--- src/ecap_regs.svh ---
// Operation
// - In capture mode the first timer count is recorded when the selected edge arrives on the event input pin.
// - In compare mode a match of the first timer with the programmed value fires a visible event.
// - In PWM mode the output period and duty cycle are both set by software.
// - Capture and compare run on the first timer, PWM runs on the second timer.
// - A capture copies all sixteen bits of the first timer into the result high and low registers.
// - Each capture sets the capture/compare flag, which stays set until software clears it.
// - A new capture overwrites the earlier result even if it was never read.
// - The capture prescaler counter is cleared when the unit is off, not in capture mode, or in reset.
`ifndef ECAP_REGS_SVH
`define ECAP_REGS_SVH

// ----------------------------------------------------------------
// Register offsets
// ----------------------------------------------------------------
`define ECAP_A_CTRL 4'h0
`define ECAP_A_RES_LO 4'h1
`define ECAP_A_RES_HI 4'h2
`define ECAP_A_PERIOD 4'h3
`define ECAP_A_DUTY_HI 4'h4
`define ECAP_A_STATUS 4'h5
`define ECAP_A_INT_CLR 4'h6
`define ECAP_A_INT_EN 4'h7
`define ECAP_A_T1_LO 4'h8
`define ECAP_A_T1_HI 4'h9
`define ECAP_A_T2 4'hA
`define ECAP_A_DEAD 4'hB

// ----------------------------------------------------------------
// Fields and reset values
// ----------------------------------------------------------------
`define ECAP_STEER 7:6
`define ECAP_DUTY_LO 5:4
`define ECAP_MODE 3:0
`define ECAP_MODE_CLASS 3:2
`define ECAP_PWM_CLASS 2'h3
`define ECAP_POL_AC 1
`define ECAP_POL_BD 0
`define ECAP_FLG_CC 0
`define ECAP_FLG_PER 1
`define ECAP_R8_RST 8'h00
`define ECAP_R16_RST 16'h0000
`define ECAP_R10_RST 10'h000
`define ECAP_R2_RST 2'h0
`define ECAP_FINE_LAST 2'h3
`define ECAP_DIV4_LAST 4'h3
`define ECAP_DIV16_LAST 4'hF
`define ECAP_ST_SINGLE 2'h0
`define ECAP_ST_FWD 2'h1
`define ECAP_ST_HALF 2'h2
`define ECAP_ST_REV 2'h3

`endif

--- src/ecap_pkg.sv ---
`default_nettype none

package ecap_pkg;
  // Unit mode codes, reserved codes are absent
  typedef enum logic [3:0] {
    ECAP_M_OFF = 4'h0,
    ECAP_M_CMP_TGL = 4'h2,
    ECAP_M_CAP_FALL = 4'h4,
    ECAP_M_CAP_RISE = 4'h5,
    ECAP_M_CAP_4 = 4'h6,
    ECAP_M_CAP_16 = 4'h7,
    ECAP_M_CMP_SET = 4'h8,
    ECAP_M_CMP_CLR = 4'h9,
    ECAP_M_CMP_SWI = 4'hA,
    ECAP_M_CMP_SPE = 4'hB,
    ECAP_M_PWM_HH = 4'hC,
    ECAP_M_PWM_HL = 4'hD,
    ECAP_M_PWM_LH = 4'hE,
    ECAP_M_PWM_LL = 4'hF
  } ecap_mode_e;

  // Register port request
  typedef struct packed {
    logic [3:0] addr;
    logic [7:0] wdata;
    logic wr;
    logic rd;
  } ecap_bus_s;

  // Four bridge pins
  typedef struct packed {
    logic a;
    logic b;
    logic c;
    logic d;
  } ecap_pins_s;
endpackage

`default_nettype wire

--- src/ecap_presc.sv ---
`timescale 1ns/100ps
`default_nettype none
`include "ecap_regs.svh"

module ecap_presc (
  input wire logic core_clk_i, // Core clock
  input wire logic rst_i, // Synchronous reset
  input wire logic clr_i, // Hold counter at zero
  input wire logic rise_i, // Rising edge seen
  input wire logic div16_i, // 1: every 16th, 0: every 4th
  output logic tick_o, // Prescaled event
  output logic [3:0] count_o // Counter value
);
  logic [3:0] cnt_q, cnt_d;
  logic [3:0] last;

  // ----------------------------------------------------------------
  // Edge counter
  // ----------------------------------------------------------------
  // Terminal count and next value
  always_comb begin
    last = div16_i ? `ECAP_DIV16_LAST : `ECAP_DIV4_LAST;
    tick_o = rise_i && !clr_i && (cnt_q == last);
    cnt_d = cnt_q;
    if (clr_i) begin
      cnt_d = 4'h0;
    end else if (rise_i) begin
      cnt_d = tick_o ? 4'h0 : cnt_q + 4'h1;
    end
  end

  // Counter register
  always_ff @(posedge core_clk_i) begin
    if (rst_i) begin
      cnt_q <= 4'h0;
    end else begin
      cnt_q <= cnt_d;
    end
  end

  assign count_o = cnt_q;
endmodule
`default_nettype wire

--- src/ecap_top.sv ---
// The strobed register port and the placing of the registers were decided locally.
`timescale 1ns/100ps
`default_nettype none
`include "ecap_regs.svh"

module ecap_top (
  input wire logic core_clk_i, // Core clock, 100 MHz
  input wire logic rst_i, // Synchronous reset, active high
  input wire ecap_pkg::ecap_bus_s bus_i, // Register request
  output logic [7:0] rdata_o, // Read data, cycle after read
  input wire logic event_pin_i, // Event input pin level
  output ecap_pkg::ecap_pins_s pins_o, // Bridge output levels
  output ecap_pkg::ecap_pins_s pins_oe_o, // Bridge output enables
  output logic irq_o // Level interrupt
);
  import ecap_pkg::*;

  logic [7:0] ctrl_q, ctrl_d, per_q, per_d, dhi_q, dhi_d, dead_q, dead_d;
  logic [7:0] dcnt_q, dcnt_d, rdata_q, rdata_d;
  logic [15:0] res_q, res_d, t1_q, t1_d;
  logic [9:0] t2_q, t2_d, dlat_q, dlat_d;
  logic [1:0] sts_q, sts_d, ien_q, ien_d;
  logic out_q, out_d, pin_prev_q, pwm_prev_q, pwm_raw;
  ecap_pins_s pins_q, pins_d, oe_q, oe_d;
  ecap_mode_e mode;
  logic rise, fall, tick, cap_mode, cmp_mode, pwm_mode, cap_evt, match, per_evt;
  logic lvl_ac, lvl_bd, half_a, half_b;
  logic [3:0] presc_cnt;

  // ----------------------------------------------------------------
  // Mode decode and edge detect
  // ----------------------------------------------------------------
  // Classify the control mode field
  always_comb begin
    mode = ecap_mode_e'(ctrl_q[`ECAP_MODE]);
    cap_mode = 1'b0;
    cmp_mode = 1'b0;
    pwm_mode = 1'b0;
    unique case (mode)
      ECAP_M_CAP_FALL, ECAP_M_CAP_RISE, ECAP_M_CAP_4, ECAP_M_CAP_16: cap_mode = 1'b1;
      ECAP_M_CMP_TGL, ECAP_M_CMP_SET, ECAP_M_CMP_CLR, ECAP_M_CMP_SWI,
      ECAP_M_CMP_SPE: cmp_mode = 1'b1;
      ECAP_M_PWM_HH, ECAP_M_PWM_HL, ECAP_M_PWM_LH, ECAP_M_PWM_LL: pwm_mode = 1'b1;
      default: begin
        cap_mode = 1'b0; // Off or reserved code
      end
    endcase
  end

  assign rise = event_pin_i && !pin_prev_q;
  assign fall = !event_pin_i && pin_prev_q;

  // Prescaler for every 4th and 16th rising edge
  ecap_presc u_presc (
    .core_clk_i(core_clk_i),
    .rst_i(rst_i),
    .clr_i(!cap_mode),
    .rise_i(rise),
    .div16_i(mode == ECAP_M_CAP_16),
    .tick_o(tick),
    .count_o(presc_cnt)
  );

  // Capture event per selected edge
  always_comb begin
    cap_evt = 1'b0;
    if (mode == ECAP_M_CAP_FALL) begin
      cap_evt = fall;
    end else if (mode == ECAP_M_CAP_RISE) begin
      cap_evt = rise;
    end else if (cap_mode) begin
      cap_evt = tick;
    end
  end

  assign match = cmp_mode && (t1_q == res_q);
  assign per_evt = pwm_mode && (t2_q[9:2] == per_q) && (t2_q[1:0] == `ECAP_FINE_LAST);
  assign pwm_raw = pwm_mode && (t2_q < dlat_q);
  assign half_a = pwm_prev_q && (dcnt_q == `ECAP_R8_RST);
  assign half_b = !pwm_prev_q && (dcnt_q == `ECAP_R8_RST);
  assign lvl_ac = !ctrl_q[`ECAP_POL_AC];
  assign lvl_bd = !ctrl_q[`ECAP_POL_BD];

  // ----------------------------------------------------------------
  // Next state of registers, timers and pins
  // ----------------------------------------------------------------
  always_comb begin
    ctrl_d = ctrl_q;
    per_d = per_q;
    dhi_d = dhi_q;
    dead_d = dead_q;
    res_d = res_q;
    ien_d = ien_q;
    sts_d = sts_q;
    out_d = out_q;
    rdata_d = `ECAP_R8_RST;
    // Software writes
    if (bus_i.wr) begin
      unique case (bus_i.addr)
        `ECAP_A_CTRL: ctrl_d = bus_i.wdata;
        `ECAP_A_RES_LO: res_d[7:0] = bus_i.wdata;
        `ECAP_A_RES_HI: res_d[15:8] = bus_i.wdata;
        `ECAP_A_PERIOD: per_d = bus_i.wdata;
        `ECAP_A_DUTY_HI: dhi_d = bus_i.wdata;
        `ECAP_A_INT_CLR: sts_d = sts_q & ~bus_i.wdata[1:0];
        `ECAP_A_INT_EN: ien_d = bus_i.wdata[1:0];
        `ECAP_A_DEAD: dead_d = bus_i.wdata;
        default: begin
          sts_d = sts_d; // Read-only or unmapped
        end
      endcase
    end
    // Capture overwrites any earlier result
    if (cap_evt) begin
      res_d = t1_q;
      sts_d[`ECAP_FLG_CC] = 1'b1;
    end
    // Compare match actions
    if (match) begin
      sts_d[`ECAP_FLG_CC] = 1'b1;
      if (mode == ECAP_M_CMP_TGL) begin
        out_d = !out_q;
      end else if (mode == ECAP_M_CMP_SET) begin
        out_d = 1'b1;
      end else if (mode == ECAP_M_CMP_CLR) begin
        out_d = 1'b0;
      end
    end
    if (per_evt) begin
      sts_d[`ECAP_FLG_PER] = 1'b1;
    end
    // First timer, reset by special event match
    t1_d = (match && mode == ECAP_M_CMP_SPE) ? `ECAP_R16_RST : t1_q + 16'h0001;
    // Second timer with two fine bits, duty latched per period
    dlat_d = dlat_q;
    if (!pwm_mode) begin
      t2_d = `ECAP_R10_RST;
    end else if (per_evt) begin
      t2_d = `ECAP_R10_RST;
      dlat_d = {dhi_q, ctrl_q[`ECAP_DUTY_LO]};
    end else begin
      t2_d = t2_q + 10'h001;
    end
    // Dead band counter restarts on each modulator edge
    if (pwm_raw != pwm_prev_q) begin
      dcnt_d = dead_q;
    end else if (dcnt_q != `ECAP_R8_RST) begin
      dcnt_d = dcnt_q - 8'h01;
    end else begin
      dcnt_d = dcnt_q;
    end
    // Read mux
    if (bus_i.rd) begin
      unique case (bus_i.addr)
        `ECAP_A_CTRL: rdata_d = ctrl_q;
        `ECAP_A_RES_LO: rdata_d = res_q[7:0];
        `ECAP_A_RES_HI: rdata_d = res_q[15:8];
        `ECAP_A_PERIOD: rdata_d = per_q;
        `ECAP_A_DUTY_HI: rdata_d = dhi_q;
        `ECAP_A_STATUS: rdata_d = {6'h00, sts_q};
        `ECAP_A_INT_EN: rdata_d = {6'h00, ien_q};
        `ECAP_A_T1_LO: rdata_d = t1_q[7:0];
        `ECAP_A_T1_HI: rdata_d = t1_q[15:8];
        `ECAP_A_T2: rdata_d = t2_q[9:2];
        `ECAP_A_DEAD: rdata_d = dead_q;
        default: rdata_d = `ECAP_R8_RST;
      endcase
    end
    // Output steering
    pins_d = '{a: 1'b0, b: 1'b0, c: 1'b0, d: 1'b0};
    oe_d = '{a: 1'b0, b: 1'b0, c: 1'b0, d: 1'b0};
    if (pwm_mode) begin
      unique case (ctrl_q[`ECAP_STEER])
        `ECAP_ST_SINGLE: begin
          pins_d.a = pwm_prev_q ~^ lvl_ac;
          oe_d.a = 1'b1;
        end
        `ECAP_ST_FWD: begin
          pins_d = '{a: lvl_ac, b: !lvl_bd, c: !lvl_ac, d: pwm_prev_q ~^ lvl_bd};
          oe_d = '{a: 1'b1, b: 1'b1, c: 1'b1, d: 1'b1};
        end
        `ECAP_ST_HALF: begin
          pins_d.a = half_a ~^ lvl_ac;
          pins_d.b = half_b ~^ lvl_bd;
          oe_d.a = 1'b1;
          oe_d.b = 1'b1;
        end
        default: begin
          pins_d = '{a: !lvl_ac, b: pwm_prev_q ~^ lvl_bd, c: lvl_ac, d: !lvl_bd};
          oe_d = '{a: 1'b1, b: 1'b1, c: 1'b1, d: 1'b1};
        end
      endcase
    end else if (mode == ECAP_M_CMP_TGL || mode == ECAP_M_CMP_SET || mode == ECAP_M_CMP_CLR) begin
      pins_d.a = out_q;
      oe_d.a = 1'b1;
    end
  end

  // ----------------------------------------------------------------
  // State registers
  // ----------------------------------------------------------------
  always_ff @(posedge core_clk_i) begin
    if (rst_i) begin
      ctrl_q <= `ECAP_R8_RST;
      per_q <= `ECAP_R8_RST;
      dhi_q <= `ECAP_R8_RST;
      dead_q <= `ECAP_R8_RST;
      dcnt_q <= `ECAP_R8_RST;
      rdata_q <= `ECAP_R8_RST;
      res_q <= `ECAP_R16_RST;
      t1_q <= `ECAP_R16_RST;
      t2_q <= `ECAP_R10_RST;
      dlat_q <= `ECAP_R10_RST;
      sts_q <= `ECAP_R2_RST;
      ien_q <= `ECAP_R2_RST;
      out_q <= 1'b0;
      pin_prev_q <= 1'b0;
      pwm_prev_q <= 1'b0;
      pins_q <= '{a: 1'b0, b: 1'b0, c: 1'b0, d: 1'b0};
      oe_q <= '{a: 1'b0, b: 1'b0, c: 1'b0, d: 1'b0};
    end else begin
      ctrl_q <= ctrl_d;
      per_q <= per_d;
      dhi_q <= dhi_d;
      dead_q <= dead_d;
      dcnt_q <= dcnt_d;
      rdata_q <= rdata_d;
      res_q <= res_d;
      t1_q <= t1_d;
      t2_q <= t2_d;
      dlat_q <= dlat_d;
      sts_q <= sts_d;
      ien_q <= ien_d;
      out_q <= out_d;
      pin_prev_q <= event_pin_i;
      pwm_prev_q <= pwm_raw;
      pins_q <= pins_d;
      oe_q <= oe_d;
    end
  end

  assign rdata_o = rdata_q;
  assign pins_o = pins_q;
  assign pins_oe_o = oe_q;
  assign irq_o = |(sts_q & ien_q);
endmodule
`default_nettype wire

--- config.mk ---
export PLATFORM = sky130hd
export DESIGN_NAME = ecap_top
export DESIGN_NICKNAME = d
export VERILOG_FILES = /design/src/ecap_pkg.sv /design/src/ecap_presc.sv /design/src/ecap_top.sv
export VERILOG_INCLUDE_DIRS = /design/src
export SDC_FILE = /design/constraint.sdc
export NUM_CORES = 1
export LEC_CHECK = 0
export ABC_AREA = 1
export BUFFER_PORTS_ARGS = -buffer_cell sky130_fd_sc_hd__buf_2
export CELL_PAD_IN_SITES_DETAIL_PLACEMENT = 0
export CELL_PAD_IN_SITES_GLOBAL_PLACEMENT = 1
export CORE_ASPECT_RATIO = 0.6
export CORE_MARGIN = 1
export CORE_UTILIZATION = 45
export CTS_CLUSTER_SIZE = 16
export DETAILED_ROUTE_END_ITERATION = 8
export PLACE_DENSITY = 0.91
export SYNTH_ARGS = -nofsm -noshare
export SYNTH_HDL_FRONTEND = slang
export SYNTH_HIERARCHICAL = 1
export SYNTH_SLANG_ARGS = --single-unit
--- constraint.sdc ---
create_clock -name core_clk_i -period 2.9 [get_ports core_clk_i]
set_input_delay 0.87 -clock core_clk_i [delete_from_list [all_inputs] [get_ports core_clk_i]]
set_output_delay 0.87 -clock core_clk_i [all_outputs]
set_load 0.01 [all_outputs]
==> impl_metrics.yaml <==
placed_design:
  final_gp_congestion: 0.972
  pre_cts_ws_ns: 0.266
  io_buffers: 33
  dp_hpwl_mm: 13.1
  placed_cells: 1046
synth:
  synth-seq-cells: 118
  dominant_combinational_cell_family_by_area_after_synthesis: "simple AND/OR/NAND/NOR gates"
  synth_compound_area_share_pct: 17.0
  synth_enable_flop_cells: 0
  synthesis.nets: 883
  synth_simple_gate_area_share_pct: 26.2
  cells_after_synth: 852
  synthArstFlopShare_pct: 0
  synth_ff_type: "sky130_fd_sc_hd__dfxtp_1"
  synth.distinct_cells: 46
  yosys_warnings: 6
  yosys.area_share.adder_pct: 2.88
  muxShareOfSynthArea_pct: 0
  yosys.area_share.xor_xnor_pct: 5.04
  synth_sequential_area_ratio_pct: 38.8
  post_synth_instance_area_um2: 6090
  mean_instance_size_in_the_synthesized_netlist_um2: 7.14
floorplan:
  row_count: 32
  floorplan.io_pins: 34
  initial_core_util_pct: 46.8
  fp.dieW_um: 152
  floorplan.die_area_um2: 14000
  floorplan.core_area_um2: 13000
  die-height_um: 92.1
cts:
  clock-sinks: 118
  h-tree-depth: 4
  clockBufferDepth: 2
  clock_latency_late_sink_ns: 0.42
  post_cts_resized: 0
  numCtsBuffers: 17
  clk_tree_root_cell: "sky130_fd_sc_hd__clkbuf_16"
  post_cts.repair.setup_buffers: 0
  cts_tree: "done"
  post_cts_hold_buffer_count: 0
  clk_transition_reported_paths_ns: 0.05
drt:
  ant_nets: 0
  num_vias: 5712
  drc_violations_left: 5
  route.detailed.wl_per_inst_um: 16.0
  detail_route.wirelength_mm: 17.2
  dr.pass1.iters: 7
  route.detailed.vias_per_inst: 5.30
  starting_drc_count_in_detailed_routing: 539
worst_setup_path:
  worst-r2r-cell-count: 14
  worst_r2r_startpoint: "ctrl_q[0]"
  startpoint: "ctrl_q[0]"
  setup.worst_path.end_class: "flip-flop"
  setup.worst_path.start_class: "flip-flop"
  cp_slowest_cell: "sky130_fd_sc_hd__dfxtp_1"
  critical_path.reg2reg.endpoint: "res_q[6]"
  crit_path_cell_trace: "inv_2 -> nor3_1 -> nand3_1 -> nand2_1 -> nand2_1 -> inv_1 -> nor2_1 -> nor2_1 -> nand3_2 -> nand2_2 -> inv_2 -> o2bb2ai_1 -> o21ai_1 -> inv_1"
  crit_type: "reg2reg"
  cpPeakStageDelay_ns: 0.46
  critical_path.endpoint: "res_q[6]"
  worst_ep_arrival_time_ns: 2.73
  critical_path_required_ns: 3.21
  r2r_slack_ns: 0.48
  path_max_fanout: 16
final_layout:
  multiInputGateArea_um2: 3110
  drive_gt1_share_pct: 13.9
  areaGrowthSynthToFinish_pct: 16.1
  layoutNonFillerInstCount: 1077
  num-nets-final: 926
  fin_util_pct: 54.3
  ff_latch_area_um2: 2360
  n_antenna_cell: 0
  layout.filler_cells: 1274
global_routing:
  grt_pass1_wl_mm: 27.6
  grt_max_degree: 42
  grt_antenna_before_repair: 0
  grt_pass1_vias: 5030
  global_route.overflow_total: 0
  global_route_usage_sum_pct: 26.0
sta:
  timing.clock.skew_ns: 0.0126
  fmaxAchievable_ghz: 0.413
  final_critical_path_setup_slack_ns: 0.478
  worst-slew-pin-transition_ns: 0.542
  finalCritPeriodShare_pct: 83.5
  hold_violations: 0
  totalNegativeSetupSlack_ns: 0
  setup_viol: 0
  final_critical_path_required_period_ns: 2.42
  rsz0062_at_grt: "false"
  timing.final.max_slew_violations: 0
  slew_headroom_pct: 63.8
power_and_ir_drop:
  power_density_nw_per_um2: 652
  ir_worst_vdd_v: 0.000313
  design_power_total_uw: 4610
  power.static_leakage_uw: 0.00302
hold_path:
  min-delay-path-class: "reg2reg"
outcome:
  violated_checks: "DRC"
  outcome: "complete, but fails checks"
run:
  max_cap_viol_count: 0
==> cells in the mapped netlist, types with 2 or more instances <==
| cell type | n | share of area (%) |
|---|---|---|
| sky130_fd_sc_hd__nor2_1 | 115 | 7.1 |
| sky130_fd_sc_hd__xor2_1 | 29 | 4.2 |
| sky130_fd_sc_hd__dfxtp_1 | 118 | 39 |
| sky130_fd_sc_hd__a21oi_1 | 54 | 4.4 |
| sky130_fd_sc_hd__o21ai_0 | 47 | 3.9 |
| sky130_fd_sc_hd__o22ai_1 | 29 | 3.0 |
| sky130_fd_sc_hd__xnor2_1 | 6 | 0.86 |
| sky130_fd_sc_hd__o211ai_1 | 2 | 0.25 |
| sky130_fd_sc_hd__nor3_2 | 3 | 0.49 |
| sky130_fd_sc_hd__nor2_4 | 5 | 0.93 |
| sky130_fd_sc_hd__inv_1 | 123 | 7.6 |
| sky130_fd_sc_hd__nor3_1 | 13 | 1.1 |
| sky130_fd_sc_hd__a31oi_1 | 10 | 1.0 |
| sky130_fd_sc_hd__nand3_2 | 3 | 0.49 |
| sky130_fd_sc_hd__nor4_1 | 2 | 0.21 |
| sky130_fd_sc_hd__a21oi_2 | 6 | 0.86 |
| sky130_fd_sc_hd__nand3_1 | 30 | 2.5 |
| sky130_fd_sc_hd__buf_4 | 2 | 0.25 |
| sky130_fd_sc_hd__buf_2 | 5 | 0.41 |
| sky130_fd_sc_hd__o21ai_1 | 14 | 1.2 |
| sky130_fd_sc_hd__o221ai_1 | 10 | 1.4 |
| sky130_fd_sc_hd__o2bb2ai_1 | 2 | 0.29 |
| sky130_fd_sc_hd__clkinv_1 | 2 | 0.12 |
| sky130_fd_sc_hd__buf_1 | 3 | 0.19 |
| sky130_fd_sc_hd__nand2_1 | 148 | 9.1 |
| sky130_fd_sc_hd__buf_6 | 2 | 0.37 |
| sky130_fd_sc_hd__nand4_1 | 8 | 0.82 |
| sky130_fd_sc_hd__inv_2 | 9 | 0.56 |
| sky130_fd_sc_hd__nand2_2 | 16 | 1.6 |
| sky130_fd_sc_hd__ha_1 | 14 | 2.9 |
| sky130_fd_sc_hd__clkbuf_1 | 6 | 0.37 |
| sky130_fd_sc_hd__nor2_2 | 2 | 0.21 |
==> how the worst min path moves through the flow <==
stage / slack [ns] / start / depth (start not counted) / end
after floorplan: 0.43 / t1_q[0] / 1 / t1_q[0]
after CTS: 0.47 / t1_q[0] / 1 / t1_q[0]
after global placement: 0.45 / t1_q[0] / 1 / t1_q[0]
after global routing: 0.49 / t1_q[0] / 1 / t1_q[0]
after detailed placement: 0.46 / t1_q[0] / 1 / t1_q[0]
final: 0.47 / t1_q[0] / 1 / t1_q[0]
==> cells by family after synthesis <==
kind of cell / Yosys count
simple gates: 353
compound gates: 178
buf+inv: 154
flops: 118
xor+xnor: 35
fa+ha+maj: 14
==> stage by stage <==
| stage | instance area (µm²) | hold WS, ns |
|---|---|---|
| 2_1_floorplan | 6090 | 0.430 |
| 3_3_place_gp | 6430 | 0.448 |
| 3_5_place_dp | 6430 | 0.458 |
| 4_1_cts | 7070 | 0.471 |
| 5_1_grt | 7070 | 0.485 |
| 6_report | 7070 | 0.468 |
==> placed cells by master (no fill, tap or decap), types with 3 or more instances in the layout <==
master                      instances
sky130_fd_sc_hd__clkbuf_8           4
sky130_fd_sc_hd__xnor2_1            6
sky130_fd_sc_hd__nand3_1           30
sky130_fd_sc_hd__nor3_1            13
sky130_fd_sc_hd__inv_1            123
sky130_fd_sc_hd__o221ai_1          10
sky130_fd_sc_hd__a21oi_2            6
sky130_fd_sc_hd__nor2_1           115
sky130_fd_sc_hd__xor2_1            29
sky130_fd_sc_hd__buf_2             33
sky130_fd_sc_hd__a31oi_1           10
sky130_fd_sc_hd__nand3_2            3
sky130_fd_sc_hd__clkinv_2           5
sky130_fd_sc_hd__nand4_1            8
sky130_fd_sc_hd__ha_1              14
sky130_fd_sc_hd__buf_4              9
sky130_fd_sc_hd__nor2_4             5
sky130_fd_sc_hd__bufinv_16          4
sky130_fd_sc_hd__a21oi_1           54
sky130_fd_sc_hd__nor3_2             3
sky130_fd_sc_hd__clkbuf_16         17
sky130_fd_sc_hd__o22ai_1           29
sky130_fd_sc_hd__dfxtp_1          118
sky130_fd_sc_hd__nand2_2           16
sky130_fd_sc_hd__o21ai_1           14
sky130_fd_sc_hd__o21ai_0           47
sky130_fd_sc_hd__inv_2              9
sky130_fd_sc_hd__nand2_1          148
==> area by class of cell <==
class / count / area share, %
Multi-Input combinational cell: 580 / 44.0
Sequential cell: 118 / 33.4
Inverter: 136 / 7.35
Clock buffer: 22 / 6.85
Timing Repair Buffer: 42 / 3.29
Tap cell: 170 / 3.01
Clock inverter: 9 / 2.09
==> per-layer routing <==
layer / track usage (%) / vias up / wire, µm
li1: - / 2857 / -
met1: 40.9 / 2584 / 8920
met2: 32.6 / 260 / 6280
met3: 8.27 / 11 / 1870
met4: 5.61 / 0 / 107
met5: 0 / - / 0
==> registers in the layout, summed over array words and instances (netlist names), 10 cells and up <==
signal	count
t1_q	16
dlat_q	10
res_q	16
t2_q	10
==> power breakdown <==
part           internal (µW)  leakage (µW)  switching, µW  total (µW)
registers               1690      0.000954           46.3        1740
clock network           1520      0.000312            739        2260
logic                    236       0.00175            373         610
==> worst max-delay path, delay by kind of cell (launching register included) <==
family / cells / cell delay [ns]
AND/OR/NAND/NOR: 8 / 1.26
flip-flops: 1 / 0.46
AO/OA/AOI/OAI: 2 / 0.25
buffers and inverters: 4 / 0.35
Note: power is estimated with default switching activity, not from simulation.
